$ cat config.mk
export PLATFORM = sky130hd
export DESIGN_NAME = embedded_multiplier_block
export DESIGN_NICKNAME = d
export VERILOG_FILES = /design/src/hdl/mult_pkg.sv /design/src/hdl/embedded_multiplier_block.sv /design/src/hdl/signed_mult.sv
export VERILOG_INCLUDE_DIRS = /design/src /design/src/hdl
export SDC_FILE = /design/constraint.sdc
export NUM_CORES = 1
export LEC_CHECK = 0
export BUFFER_PORTS_ARGS = -buffer_cell sky130_fd_sc_hd__clkbuf_2
export CAP_MARGIN = 40
export CORE_UTILIZATION = 50
export DETAILED_ROUTE_END_ITERATION = 8
export PLACE_DENSITY = 0.67
export SKIP_LAST_GASP = 1
export SLEW_MARGIN = 20
export SYNTH_ARGS = -nofsm -noshare
export SYNTH_HDL_FRONTEND = slang
export SYNTH_SLANG_ARGS = --single-unit
$ cat constraint.sdc
create_clock -name clk -period 9.8 [get_ports clk]
set_clock_uncertainty 0.05 [all_clocks]
set_input_delay 0.98 -clock clk [delete_from_list [all_inputs] [get_ports clk]]
set_output_delay 0.98 -clock clk [all_outputs]
set_load 0.005 [all_outputs]
$ cat src/hdl/mult_defines.svh
// Constants for the embedded multiplier block
`ifndef MULT_DEFINES_SVH
`define MULT_DEFINES_SVH
`define WIDE_W       18
`define NARROW_W     9
`define WIDE_PROD_W  36
`define NARROW_PROD_W 18
`define CLR_VAL      1'b0
`endif

$ cat src/hdl/mult_pkg.sv
// Types for the embedded multiplier block
package mult_pkg;
  typedef enum logic [0:0] {
    MODE_WIDE   = 1'b0,
    MODE_NARROW = 1'b1
  } mode_t;
endpackage

$ cat src/hdl/embedded_multiplier_block.sv
// Embedded multiplier block with optional input, sign and output registers
// How it works
// - Product may be registered in 18-bit or 36-bit sections by mode.
// - Each output register has clock, clock enable and async clear.
// - All block registers share one clock, enable and async clear.
// - Exactly two modes: one 18-bit or two independent 9-bit multipliers.
// - Wide mode is one 18x18 multiplier for 10 to 18 bit operands.
// - Wide mode: each operand and product registered or bypassed.
// - Operands signed, unsigned or mixed per the sign controls.
// - Sign controls change at run time; optional dedicated register.
// - Narrow mode gives two independent 9x9 multipliers.
// - Narrow mode: every operand and product independently registered.
// - Narrow multipliers share one A sign and one B sign control.
// - Sign control high means two's complement, low means unsigned.
// - Product signed if any operand signed, else unsigned.
// - Product keeps full precision for all sign settings.
// - Each operand separately chooses its register or bypass.
`timescale 1ns/10ps
`include "mult_defines.svh"
module embedded_multiplier_block #(
  parameter mult_pkg::mode_t MODE = mult_pkg::MODE_WIDE,
  parameter bit REG_A0   = 1'b1,
  parameter bit REG_B0   = 1'b1,
  parameter bit REG_A1   = 1'b1,
  parameter bit REG_B1   = 1'b1,
  parameter bit REG_SA   = 1'b1,
  parameter bit REG_SB   = 1'b1,
  parameter bit REG_OUT0 = 1'b1,
  parameter bit REG_OUT1 = 1'b1
) (
  // Clock, reset and shared register controls
  input  wire logic                        clk,
  input  wire logic                        nrst,
  input  wire logic                        ena,
  input  wire logic                        aclr,
  // Operands; wide mode uses the full width of a and b
  input  wire logic [`WIDE_W-1:0]          data_a,
  input  wire logic [`WIDE_W-1:0]          data_b,
  // Sign controls
  input  wire logic                        sign_a,
  input  wire logic                        sign_b,
  // Product; narrow mode puts product 1 in the upper half
  output logic [`WIDE_PROD_W-1:0]          result
);
  localparam int NW = `NARROW_W;
  localparam int NP = `NARROW_PROD_W;

  // Both clears act alike; clear lives with the clock as one shared control
  logic clr_n;
  assign clr_n = nrst & ~aclr;

  // Operand register group
  logic [`WIDE_W-1:0]      a_q;
  logic [`WIDE_W-1:0]      a_d;
  logic [`WIDE_W-1:0]      b_q;
  logic [`WIDE_W-1:0]      b_d;

  // Enable low holds the captured operands, as for every register here
  always_comb begin
    a_d = ena ? data_a : a_q;
    b_d = ena ? data_b : b_q;
  end

  // Clear acts at once, without waiting for a clock edge
  always_ff @(posedge clk or negedge clr_n) begin
    if (!clr_n) begin
      a_q <= '0;
      b_q <= '0;
    end else begin
      a_q <= a_d;
      b_q <= b_d;
    end
  end

  // Sign register group; the controls may change on any cycle
  logic                    sa_q;
  logic                    sa_d;
  logic                    sb_q;
  logic                    sb_d;

  // Held signs keep sign and operand latency equal when both are registered
  always_comb begin
    sa_d = ena ? sign_a : sa_q;
    sb_d = ena ? sign_b : sb_q;
  end

  // A cleared sign register reads as unsigned
  always_ff @(posedge clk or negedge clr_n) begin
    if (!clr_n) begin
      sa_q <= `CLR_VAL;
      sb_q <= `CLR_VAL;
    end else begin
      sa_q <= sa_d;
      sb_q <= sb_d;
    end
  end

  // Register or bypass choices per 9-bit lane, fixed at build time; in wide
  // mode lane 0 settings govern both lanes so the halves stay in step
  localparam bit       WIDE  = (MODE == mult_pkg::MODE_WIDE);

  // Bit 1 is the upper lane or section
  localparam bit [1:0] REG_A = {
    WIDE ? REG_A0 : REG_A1,
    REG_A0
  };
  localparam bit [1:0] REG_B = {
    WIDE ? REG_B0 : REG_B1,
    REG_B0
  };
  localparam bit [1:0] REG_O = {
    WIDE ? REG_OUT0 : REG_OUT1,
    REG_OUT0
  };

  logic [`WIDE_W-1:0]      a_m;
  logic [`WIDE_W-1:0]      b_m;
  logic                    sa_m;
  logic                    sb_m;

  // Signs feed both lanes and the wide multiplier alike
  always_comb begin
    if (REG_SA) begin
      sa_m = sa_q;
    end else begin
      sa_m = sign_a;
    end
    if (REG_SB) begin
      sb_m = sb_q;
    end else begin
      sb_m = sign_b;
    end
  end

  // Operand and sign paths are chosen apart, so a user who mixes them
  // must line up the latencies outside the block; the block itself does
  // not delay one path to match the other
  genvar li;
  generate
    for (li = 0; li < 2; li++) begin : g_in_lane
      // A and B choose their path separately
      assign a_m[li*NW +: NW] =
        REG_A[li] ? a_q[li*NW +: NW] : data_a[li*NW +: NW];
      assign b_m[li*NW +: NW] =
        REG_B[li] ? b_q[li*NW +: NW] : data_b[li*NW +: NW];
    end
  endgenerate

  // Multiplier stage; both sizes are built, the mode keeps one
  logic [`WIDE_PROD_W-1:0] prod_w;
  logic [NP-1:0]           prod_n [2];
  logic [`WIDE_PROD_W-1:0] prod_c;

  // In narrow mode the wide slice is unread and trimmed away
  signed_mult #(.W(`WIDE_W)) u_wide (
    .a      (a_m),
    .b      (b_m),
    .sign_a (sa_m),
    .sign_b (sb_m),
    .prod   (prod_w)
  );

  genvar gi;
  generate
    for (gi = 0; gi < 2; gi++) begin : g_narrow
      // Both halves see the same sign pair: one A and one B control
      signed_mult #(.W(NW)) u_nar (
        .a      (a_m[gi*NW +: NW]),
        .b      (b_m[gi*NW +: NW]),
        .sign_a (sa_m),
        .sign_b (sb_m),
        .prod   (prod_n[gi])
      );
    end
  endgenerate

  // Mode is a parameter, so only one arm survives in hardware
  always_comb begin
    case (MODE)
      mult_pkg::MODE_WIDE: begin
        prod_c = prod_w;
      end
      mult_pkg::MODE_NARROW: begin
        prod_c = {prod_n[1], prod_n[0]};
      end
      default: begin
        // Unused codes fall back to the wide product
        prod_c = prod_w;
      end
    endcase
  end

  // Output register group, one 18-bit section per lane; in wide mode both
  // sections load together and act as one 36-bit register, while in
  // narrow mode each lane product may be registered on its own
  genvar si;
  generate
    for (si = 0; si < 2; si++) begin : g_out_sec
      logic [NP-1:0] sec_q;
      logic [NP-1:0] sec_d;

      always_comb begin
        sec_d = ena ? prod_c[si*NP +: NP] : sec_q;
      end

      // Clear acts at once, without waiting for a clock edge
      always_ff @(posedge clk or negedge clr_n) begin
        if (!clr_n) begin
          sec_q <= '0;
        end else begin
          sec_q <= sec_d;
        end
      end

      // Bypassed sections pass the product straight through
      assign result[si*NP +: NP] =
        REG_O[si] ? sec_q : prod_c[si*NP +: NP];
    end
  endgenerate
endmodule

$ cat src/hdl/signed_mult.sv
// One signed/unsigned full-precision multiplier slice
`timescale 1ns/10ps
module signed_mult #(
  parameter int W = 18
) (
  // Operands
  input  wire logic [W-1:0]   a,
  input  wire logic [W-1:0]   b,
  // Sign controls
  input  wire logic           sign_a,
  input  wire logic           sign_b,
  // Result
  output logic [2*W-1:0]      prod
);
  logic signed [W:0]     a_ext;
  logic signed [W:0]     b_ext;
  logic signed [2*W+1:0] full;

  always_comb begin
    // One extra bit per operand lets one signed multiply cover all cases
    a_ext = {sign_a & a[W-1], a};
    b_ext = {sign_b & b[W-1], b};
    full  = a_ext * b_ext;
    // The low 2W bits hold the exact result in every sign combination
    prod  = full[2*W-1:0];
  end
endmodule
== After elaboration in Yosys (flattened, before gate mapping) ==
Cells that the tools add are included.
Word-level totals
  register bits after elaboration: 74
  output and inout bits: 36
  word-level logic and storage cells: 11
Cells by class
  multipliers: 1
  bitwise operators: 4
Operators with widths (count)
  19-bit by 19-bit multiplier with 36-bit output: 1
  1-bit bitwise AND: 3
  1-bit NOT: 1

== Logic depth before layout (Yosys ltp) ==
Gate-level depths: netlist of run 1.
  depth after elaboration: 2
  depth in mapped cells: 25
  gate-level depth less buffers: 23

== Modules after synthesis ==
A second synthesis of run 1 with hierarchy kept.
Second synthesis, totals
  cells, all modules: 1632
  area, all modules: 16174.3 um^2
Modules (own cells, without submodules)
  signed_mult: times used 1, cells each 1475, area each 13173.9 um^2
  embedded_multiplier_block: times used 1, cells each 157, area each 3000.4 um^2

== Worst setup path before layout of run 1 ==
No wires, ideal clock.
  path kind: reg2reg
  start point: register a_q[17], in the netlist a_m[17]
  end point: register g_out_sec[1].sec_q[15]
  data arrival time: 6470 ps
  required time: 9615 ps
  setup slack: 3146 ps
  stages on the path, launching flop included: 21
  path buffers: 2
  period minus slack after synthesis: 6654 ps
  path through: dfrtp_1 clkbuf_1 and2_1 clkbuf_1 nand2_1 fa_1 fa_1 fa_1 inv_1 fa_1 fa_1 fa_1 ha_1 ha_1 a21o_1 a21o_1 a31o_2 a22o_1 a2111o_1 a21oi_1 o31ai_1
On the way
  word-level cells in the longest chain between the ends: 2
RTL lines
  from (decl): RTL line embedded_multiplier_block.sv:53  | logic [`WIDE_W-1:0] a_q;
  from (signal assigned): RTL line embedded_multiplier_block.sv:67  | a_q <= '0;
  from (signal assigned): RTL line embedded_multiplier_block.sv:70  | a_q <= a_d;
  1-bit bitwise AND
  19-bit by 19-bit multiplier with 36-bit output (*): RTL line signed_mult.sv:23  | full = a_ext * b_ext;
  to (signal assigned): RTL line embedded_multiplier_block.sv:209  | sec_q <= '0;
  to (signal assigned): RTL line embedded_multiplier_block.sv:211  | sec_q <= sec_d;
  to (decl): RTL line embedded_multiplier_block.sv:199  | logic [NP-1:0] sec_q;
Every way passes the cells marked *; elsewhere a longest branch is shown, timed or not.
A chain may end at the register's enable or synchronous reset.

== Worst setup path in the final report of run 1 ==
  start point: register sa_q, in the netlist sa_m
  end point: register g_out_sec[1].sec_q[15]
On the way
  word-level cells in the longest chain between the ends: 2
RTL lines
  from (decl): RTL line embedded_multiplier_block.sv:76  | logic sa_q;
  from (signal assigned): RTL line embedded_multiplier_block.sv:90  | sa_q <= `CLR_VAL;
  1-bit bitwise AND
  19-bit by 19-bit multiplier with 36-bit output: RTL line signed_mult.sv:23
Every way passes these cells.

==> impl_results.md, run 1 <==
- Most common cell after layout, fill and taps aside: inv_1
- Min Tclk post-route: 7.24 ns
- Cells on worst reg2reg path: 18
- Clk sink count: 74
- Die ar.: 0.0328 mm²
- Layout area overhead: 6.58%
- Io pins: 78
- Post-synthesis mux area share: 0.0395
- Syn Area/Cell: 9.66 µm²
- Routed vias: 11100
- Crit-path leading delay family: adder cells
- HPWL Detailed: 31.2 mm
- Yosys cell types: 64
- Antenna-violating nets left: 0
- Worst path required time: 10.01 ns
- Post-DR wirelength/cell: 18.1 µm
- First-pass iteration count of the detailed router: 5
- Seq/Total Area, Yosys: 0.115
- Cts repair resizes: 0
- Worst-case clock buffer depth: 2
- CP cell instances: and2_1 -> nand2_1 -> fa_1 -> fa_1 -> fa_1 -> inv_1 -> fa_1 -> fa_1 -> fa_1 -> ha_1 -> ha_1 -> a21o_1 -> a21o_1 -> a31o_2 -> a22o_1 -> a21o_1 -> o311a_1 -> o31ai_1
- R2r setup slk: 2.56 ns
- Core area: 0.0316 mm²
- 1st-iter DRT viols: 753
- Final Max Tran Viols: 0
- Root buffer cell: clkbuf_16
- Largest family of logic cells by synthesized area: adder cells
- Synth Instances: 1662
- Hold Fails Final Rpt: 0
- Initial Utilization: 0.509
- Hold_buf cts: 0
- Slowest CP cell: fa_1
- Worst min-delay path startpoint: g_out_sec[1].sec_q[15]
- Number of synthesized register bits: 74
- Synthesized area: 0.0161 mm²
- Compound-cell area share of the yosys netlist: 0.0539
- Hold Path Cell Cnt: 2
- TritonCTS clock tree: done
- Fmax: 138 MHz
- Post-synthesis adder-cell area fraction: 0.527
- Clock slew at reported path FFs: 0.07 ns
- Initial antenna violation count: 1
- CP bufs+invs: 1
- Worst flop-to-flop path endpoint: g_out_sec[1].sec_q[15]
- Max-Cap Viols: 0
- GPL Wtd Cong: 0.891
- Primary FF master, synth: dfrtp_1
- Slew HR: 0.425
- XOR/XNOR Fraction of Synth Area: 0.0167
- Outcome: complete, no violations
- Finish-stage setup viols: 0
- Total wire length: 37.9 mm
- Worst Hold End: g_out_sec[1].sec_q[15]
- Most used cell along the critical path: fa_1
- Least-Margin Pin Slew: 0.863 ns
- Post-synth ARST share: 1.00
- First-pass GRT wire length: 64.5 mm
- Share of layout cells above drive strength 1: 0.112
- Post-synth EDFFs: 0
- Nets: 2189
- Simple-gate area share of the yosys netlist: 0.134
- Unrepaired setup endpoints after global routing: false
- CP Class: flop to flop
- CTS H-tree lvls: 3
- Post-CTS Setup Inserts: 0
- Die Y: 181 µm
- R2R Path Start: sa_m
- Fin crit share: 0.738
- Worst-Skew Late Latency: 0.36 ns
- Crit path max fanout: 12
- YS warnings: 0
- Antenna Cells: 0
- Slowest cell delay on critical path: 0.75 ns
- Vias in the first global route: 12300
- GRT Resource Usage Total: 0.253
- Sum Neg Setup Slack: 0 ns
- Hold_ws: 0.452 ns
- Crit path capture type: flop
- PortBufs: 77
- Min-Delay Path Class: flop to flop
- Overflow after GRT: 0
- Largest net degree at the start of global routing: 58
- Site Rows: 65
- Most frequent cells in the layout: 394 x inv_1, 355 x fa_1, 221 x nand2_1, 148 x and2_1, 108 x ha_1
- Mapped Nets: 2167
- Die width: 181 µm
- Nature of the critical path startpoint: flop
- DR vias/cell: 5.31
- CTS Buf Count: 9
- Crit path DAT: 7.45 ns
- Remaining DRCs: 0
-- per-stage QoR --
step / utilization / cells / worst slack [ns] / cell area, µm²
6_report: 0.542 / 2091 / 2.56 / 17100
5_1_grt: 0.542 / 2091 / 2.22 / 17100
4_1_cts: 0.542 / 2091 / 2.58 / 17100
3_5_place_dp: 0.533 / 2075 / 2.64 / 16800
3_3_place_gp: 0.531 / 2073 / 2.80 / 16800
2_1_floorplan: - / 1662 / 3.15 / 16100
-- Yosys cell counts (5+ instances only) --
master / n / share of area
nor3_1: 9 / 0.0028
dfrtp_1: 74 / 0.12
and2_1: 148 / 0.058
clkbuf_1: 84 / 0.020
fa_1: 355 / 0.44
o21a_1: 6 / 0.0028
a21oi_1: 26 / 0.0081
and3_1: 7 / 0.0027
or2_2: 6 / 0.0023
nor2_1: 22 / 0.0051
xor2_1: 7 / 0.0038
mux2_2: 55 / 0.039
o2111ai_1: 5 / 0.0027
nand2_1: 221 / 0.052
xnor2_1: 21 / 0.011
ha_1: 108 / 0.084
inv_1: 394 / 0.092
a21o_1: 15 / 0.0070
o21ai_1: 9 / 0.0028
nand3_1: 7 / 0.0022
o31ai_1: 8 / 0.0037
a211oi_1: 6 / 0.0028
-- worst max-delay path by stage --
stage / startpoint / end / cells after the start
floorplan: a_m[17] / g_out_sec[1].sec_q[15] / 20
global placement: b_m[4] / g_out_sec[1].sec_q[15] / 21
detailed placement: sa_m / g_out_sec[1].sec_q[15] / 18
CTS: sa_m / g_out_sec[1].sec_q[15] / 18
global route: sa_m / g_out_sec[1].sec_q[15] / 18
finish: sa_m / g_out_sec[1].sec_q[15] / 18
-- state kept, by name (all words and copies together), names as in the netlist --
signal / flops
sa_m: 1
sb_m: 1
g_out_sec.sec_q: 36
a_m: 18
b_m: 18
-- layout make-up --
class                           instances  area [µm²]
Fill cell                            2873       14400
Multi-Input combinational cell       1106       12400
Sequential cell                        74        1850
Inverter                              394        1480
Timing Repair Buffer                   99         591
Tap cell                              402         503
Clock buffer                           11         243
Clock inverter                          5        61.3
-- routing by layer --
metal  GRT usage  vias up  share of wire
met5           0        -              0
met4      0.0641        0          0.022
met3      0.0316       61          0.048
met2       0.442      332           0.51
met1       0.334     5722           0.42
li1            -     4982              -
-- logic make-up after synthesis --
family,after synthesis
simple gates,440
compound gates,118
xor+xnor,29
mux,56
fa+ha+maj,463
flops,74
buf+inv,482
-- worst reg2reg max path, cell delays in order (launching register included) --
cell and delay (ns):
dfrtp_1 0.45, and2_1 0.46, nand2_1 0.24, fa_1 0.75, fa_1 0.50, fa_1 0.73, inv_1 0.30, fa_1 0.53
fa_1 0.56, fa_1 0.42, ha_1 0.29, ha_1 0.38, a21o_1 0.19, a21o_1 0.19, a31o_2 0.25, a22o_1 0.21
a21o_1 0.18, o311a_1 0.28, o31ai_1 0.21
Power of run 1 is not shown: default switching activity piles up to over one toggle a cycle in this logic, so the estimate is an artifact.
==> run 2: changes to the inputs <==
- clock period: 9.8 -> 7.3 ns (I/O delays scaled with it)
==> run 2 against run 1 <==
Routed wire length is 4.6% higher. Via count is 1.7% higher. Maximum frequency is 3.7% higher. Global-route usage is 0.59 points higher. Count of clock-buffer cells in the layout is 1 lower. Hold slack worse by 0.018 ns. Cell area is 1.1% higher. Flip-flop and latch count stayed put. Critical endpoint unchanged. Highest routed layer unchanged.
==> impl_results.md, run 2 (synthesis gave the netlist of run 1 again) <==
- Outcome: complete, no violations
- Crit path capture type: flop
- CP cell instances: nand2_1 -> fa_1 -> inv_1 -> fa_1 -> inv_1 -> fa_1 -> inv_1 -> fa_1 -> fa_1 -> fa_1 -> inv_1 -> fa_1 -> inv_1 -> ha_1 -> and3_1 -> and2_1 -> a221oi_2 -> nand3_2 -> a2111o_1 -> a21oi_1 -> o31ai_1
- Worst-Skew Late Latency: 0.35 ns (about the same)
- Total wire length: 39.7 mm (+4.6%)
- Nets: 2213 (+1.1%)
- Fmax: 143 MHz (+3.7%)
- Sum Neg Setup Slack: 0 ns (unchanged)
- Clk sink count: 74 (unchanged)
- Most frequent cells in the layout: 394 x inv_1, 355 x fa_1, 221 x nand2_1, 148 x and2_1, 108 x ha_1
- Filler cells: 2812 (-2.1%)
- Initial Utilization: 0.509 (unchanged)
- Overflow after GRT: 0 (unchanged)
- Sequential cell area: 0.00185 mm² (unchanged)
- HPWL Detailed: 33.9 mm (+8.5%)
- Site Rows: 65 (unchanged)
- Remaining DRCs: 0 (unchanged)
- Hold_buf cts: 0 (unchanged)
- Hold Fails Final Rpt: 0 (unchanged)
- CP Capture Point: g_out_sec[1].sec_q[15]
- TritonCTS clock tree: done
- Die Y: 181 µm (unchanged)
- Cells on worst reg2reg path: 21 (+3)
- Initial antenna violation count: 0 (-1)
- DR vias/cell: 5.33 (+0.52%)
- Vias in the first global route: 12100 (-1.1%)
- Post-CTS Setup Inserts: 0 (unchanged)
- R2r setup slk: 0.32 ns (-2.24 ns)
- Die width: 181 µm (unchanged)
- GRT Resource Usage Total: 0.259 (+0.00594)
- Min-Delay Path Class: flop to flop
- Io pins: 78 (unchanged)
- Largest register FFs: 36 (unchanged)
- Slew HR: 0.534 (+0.109)
- CP Class: flop to flop
- R2R Path Start: b_m[7]
- Slowest cell delay on critical path: 0.79 ns (+0.04 ns)
- Core area: 0.0316 mm² (unchanged)
- Antenna-violating nets left: 0 (unchanged)
- CTS H-tree lvls: 3 (unchanged)
- Cts repair resizes: 0 (unchanged)
- Crit path DAT: 7.15 ns (-0.30 ns)
- Finish-stage setup viols: 0 (unchanged)
- Nature of the critical path startpoint: flop
- Metal3 WL: 2.21 mm (+20%)
- WL met1: 16.4 mm (+4.0%)
- Share of layout cells above drive strength 1: 0.124 (+0.0124)
- First-pass iteration count of the detailed router: 6 (+1)
- Worst-case clock buffer depth: 2 (unchanged)
- Most common cell after layout, fill and taps aside: inv_1
- Post-DR wirelength/cell: 18.8 µm (+3.5%)
- Layout area overhead: 7.80%
- Fin crit share: 0.956 (+0.218)
- Area of the multi-input gates: 0.0124 mm² (unchanged)
- Worst flop-to-flop path endpoint: g_out_sec[1].sec_q[15]
- PortBufs: 77 (unchanged)
- Worst path required time: 7.47 ns (-2.54 ns)
- Die ar.: 0.0328 mm² (unchanged)
- Max-Cap Viols: 0 (unchanged)
- DR top layer: met4
- CTS Buf Count: 9 (unchanged)
- Crit path max fanout: 20 (+8)
- Slowest CP cell: dfrtp_1
- Root buffer cell: clkbuf_16
- Least-Margin Pin Slew: 0.698 ns (-0.164 ns)
- Most flop-heavy register: g_out_sec.sec_q
- GPL Wtd Cong: 0.898 (+0.75%)
- Antenna Cells: 0 (unchanged)
- 1st-iter DRT viols: 659 (-12%)
- Unrepaired setup endpoints after global routing: false
- Final Max Tran Viols: 0 (unchanged)
- Setup crit start: b_m[7]
- Routed vias: 11300 (+1.7%)
- Most used cell along the critical path: fa_1
- Min Tclk post-route: 6.98 ns (-0.256 ns)
- First-pass GRT wire length: 64.9 mm (+0.63%)
- Metal2 WL: 19.5 mm (about the same)
- Largest net degree at the start of global routing: 47 (-19%)
- Clock slew at reported path FFs: 0.07 ns (about the same)
[run 2: cell type report]
cell class	instances	area share
Inverter	394	0.0854
Timing Repair Buffer	123	0.0445
Sequential cell	74	0.107
Multi-Input combinational cell	1106	0.716
Tap cell	402	0.0291
Clock inverter	6	0.00520
Clock buffer	10	0.0132
[run 2: worst min path at each step]
stage | startpoint | endpoint | slack [ns] | cells after the start
final | g_out_sec[1].sec_q[12] | g_out_sec[1].sec_q[12] | 0.43 | 2
after floorplan | g_out_sec[1].sec_q[12] | g_out_sec[1].sec_q[12] | 0.42 | 2
after detailed placement | g_out_sec[1].sec_q[12] | g_out_sec[1].sec_q[12] | 0.43 | 2
after global routing | g_out_sec[1].sec_q[12] | g_out_sec[1].sec_q[12] | 0.46 | 2
after CTS | g_out_sec[1].sec_q[12] | g_out_sec[1].sec_q[12] | 0.44 | 2
after global placement | g_out_sec[1].sec_q[15] | g_out_sec[1].sec_q[15] | 0.42 | 2
[run 2: worst max-delay path: cells and delay by family (launching register included)]
| kind | cells | cell delay (ns) |
|---|---|---|
| adder cells (fa/ha/maj) | 8 | 3.88 |
| AND/OR/NAND/NOR | 4 | 0.72 |
| flip-flops | 1 | 0.79 |
| AO/OA/AOI/OAI | 4 | 1.12 |
| buffers and inverters | 5 | 0.27 |
[run 2: layer usage]
metal  track usage  up-vias
met4         0.102        0
met3        0.0395       82
li1              -     5027
met2         0.425      368
met1         0.347     5806
met5             0        -
[run 2: per-stage QoR]
step,cells,util,hold WS (ns),setup WS (ns),cell area (µm²)
final,2115,0.549,0.434,0.319,17300
after global routing,2115,0.549,0.465,0.0847,17300
after CTS,2115,0.549,0.442,0.368,17300
after detailed placement,2099,0.539,0.426,0.400,17000
after global placement,2096,0.537,0.420,0.487,16900
after floorplan,1662,-,0.420,0.646,16100
Power of run 2 is left out for the same reason.
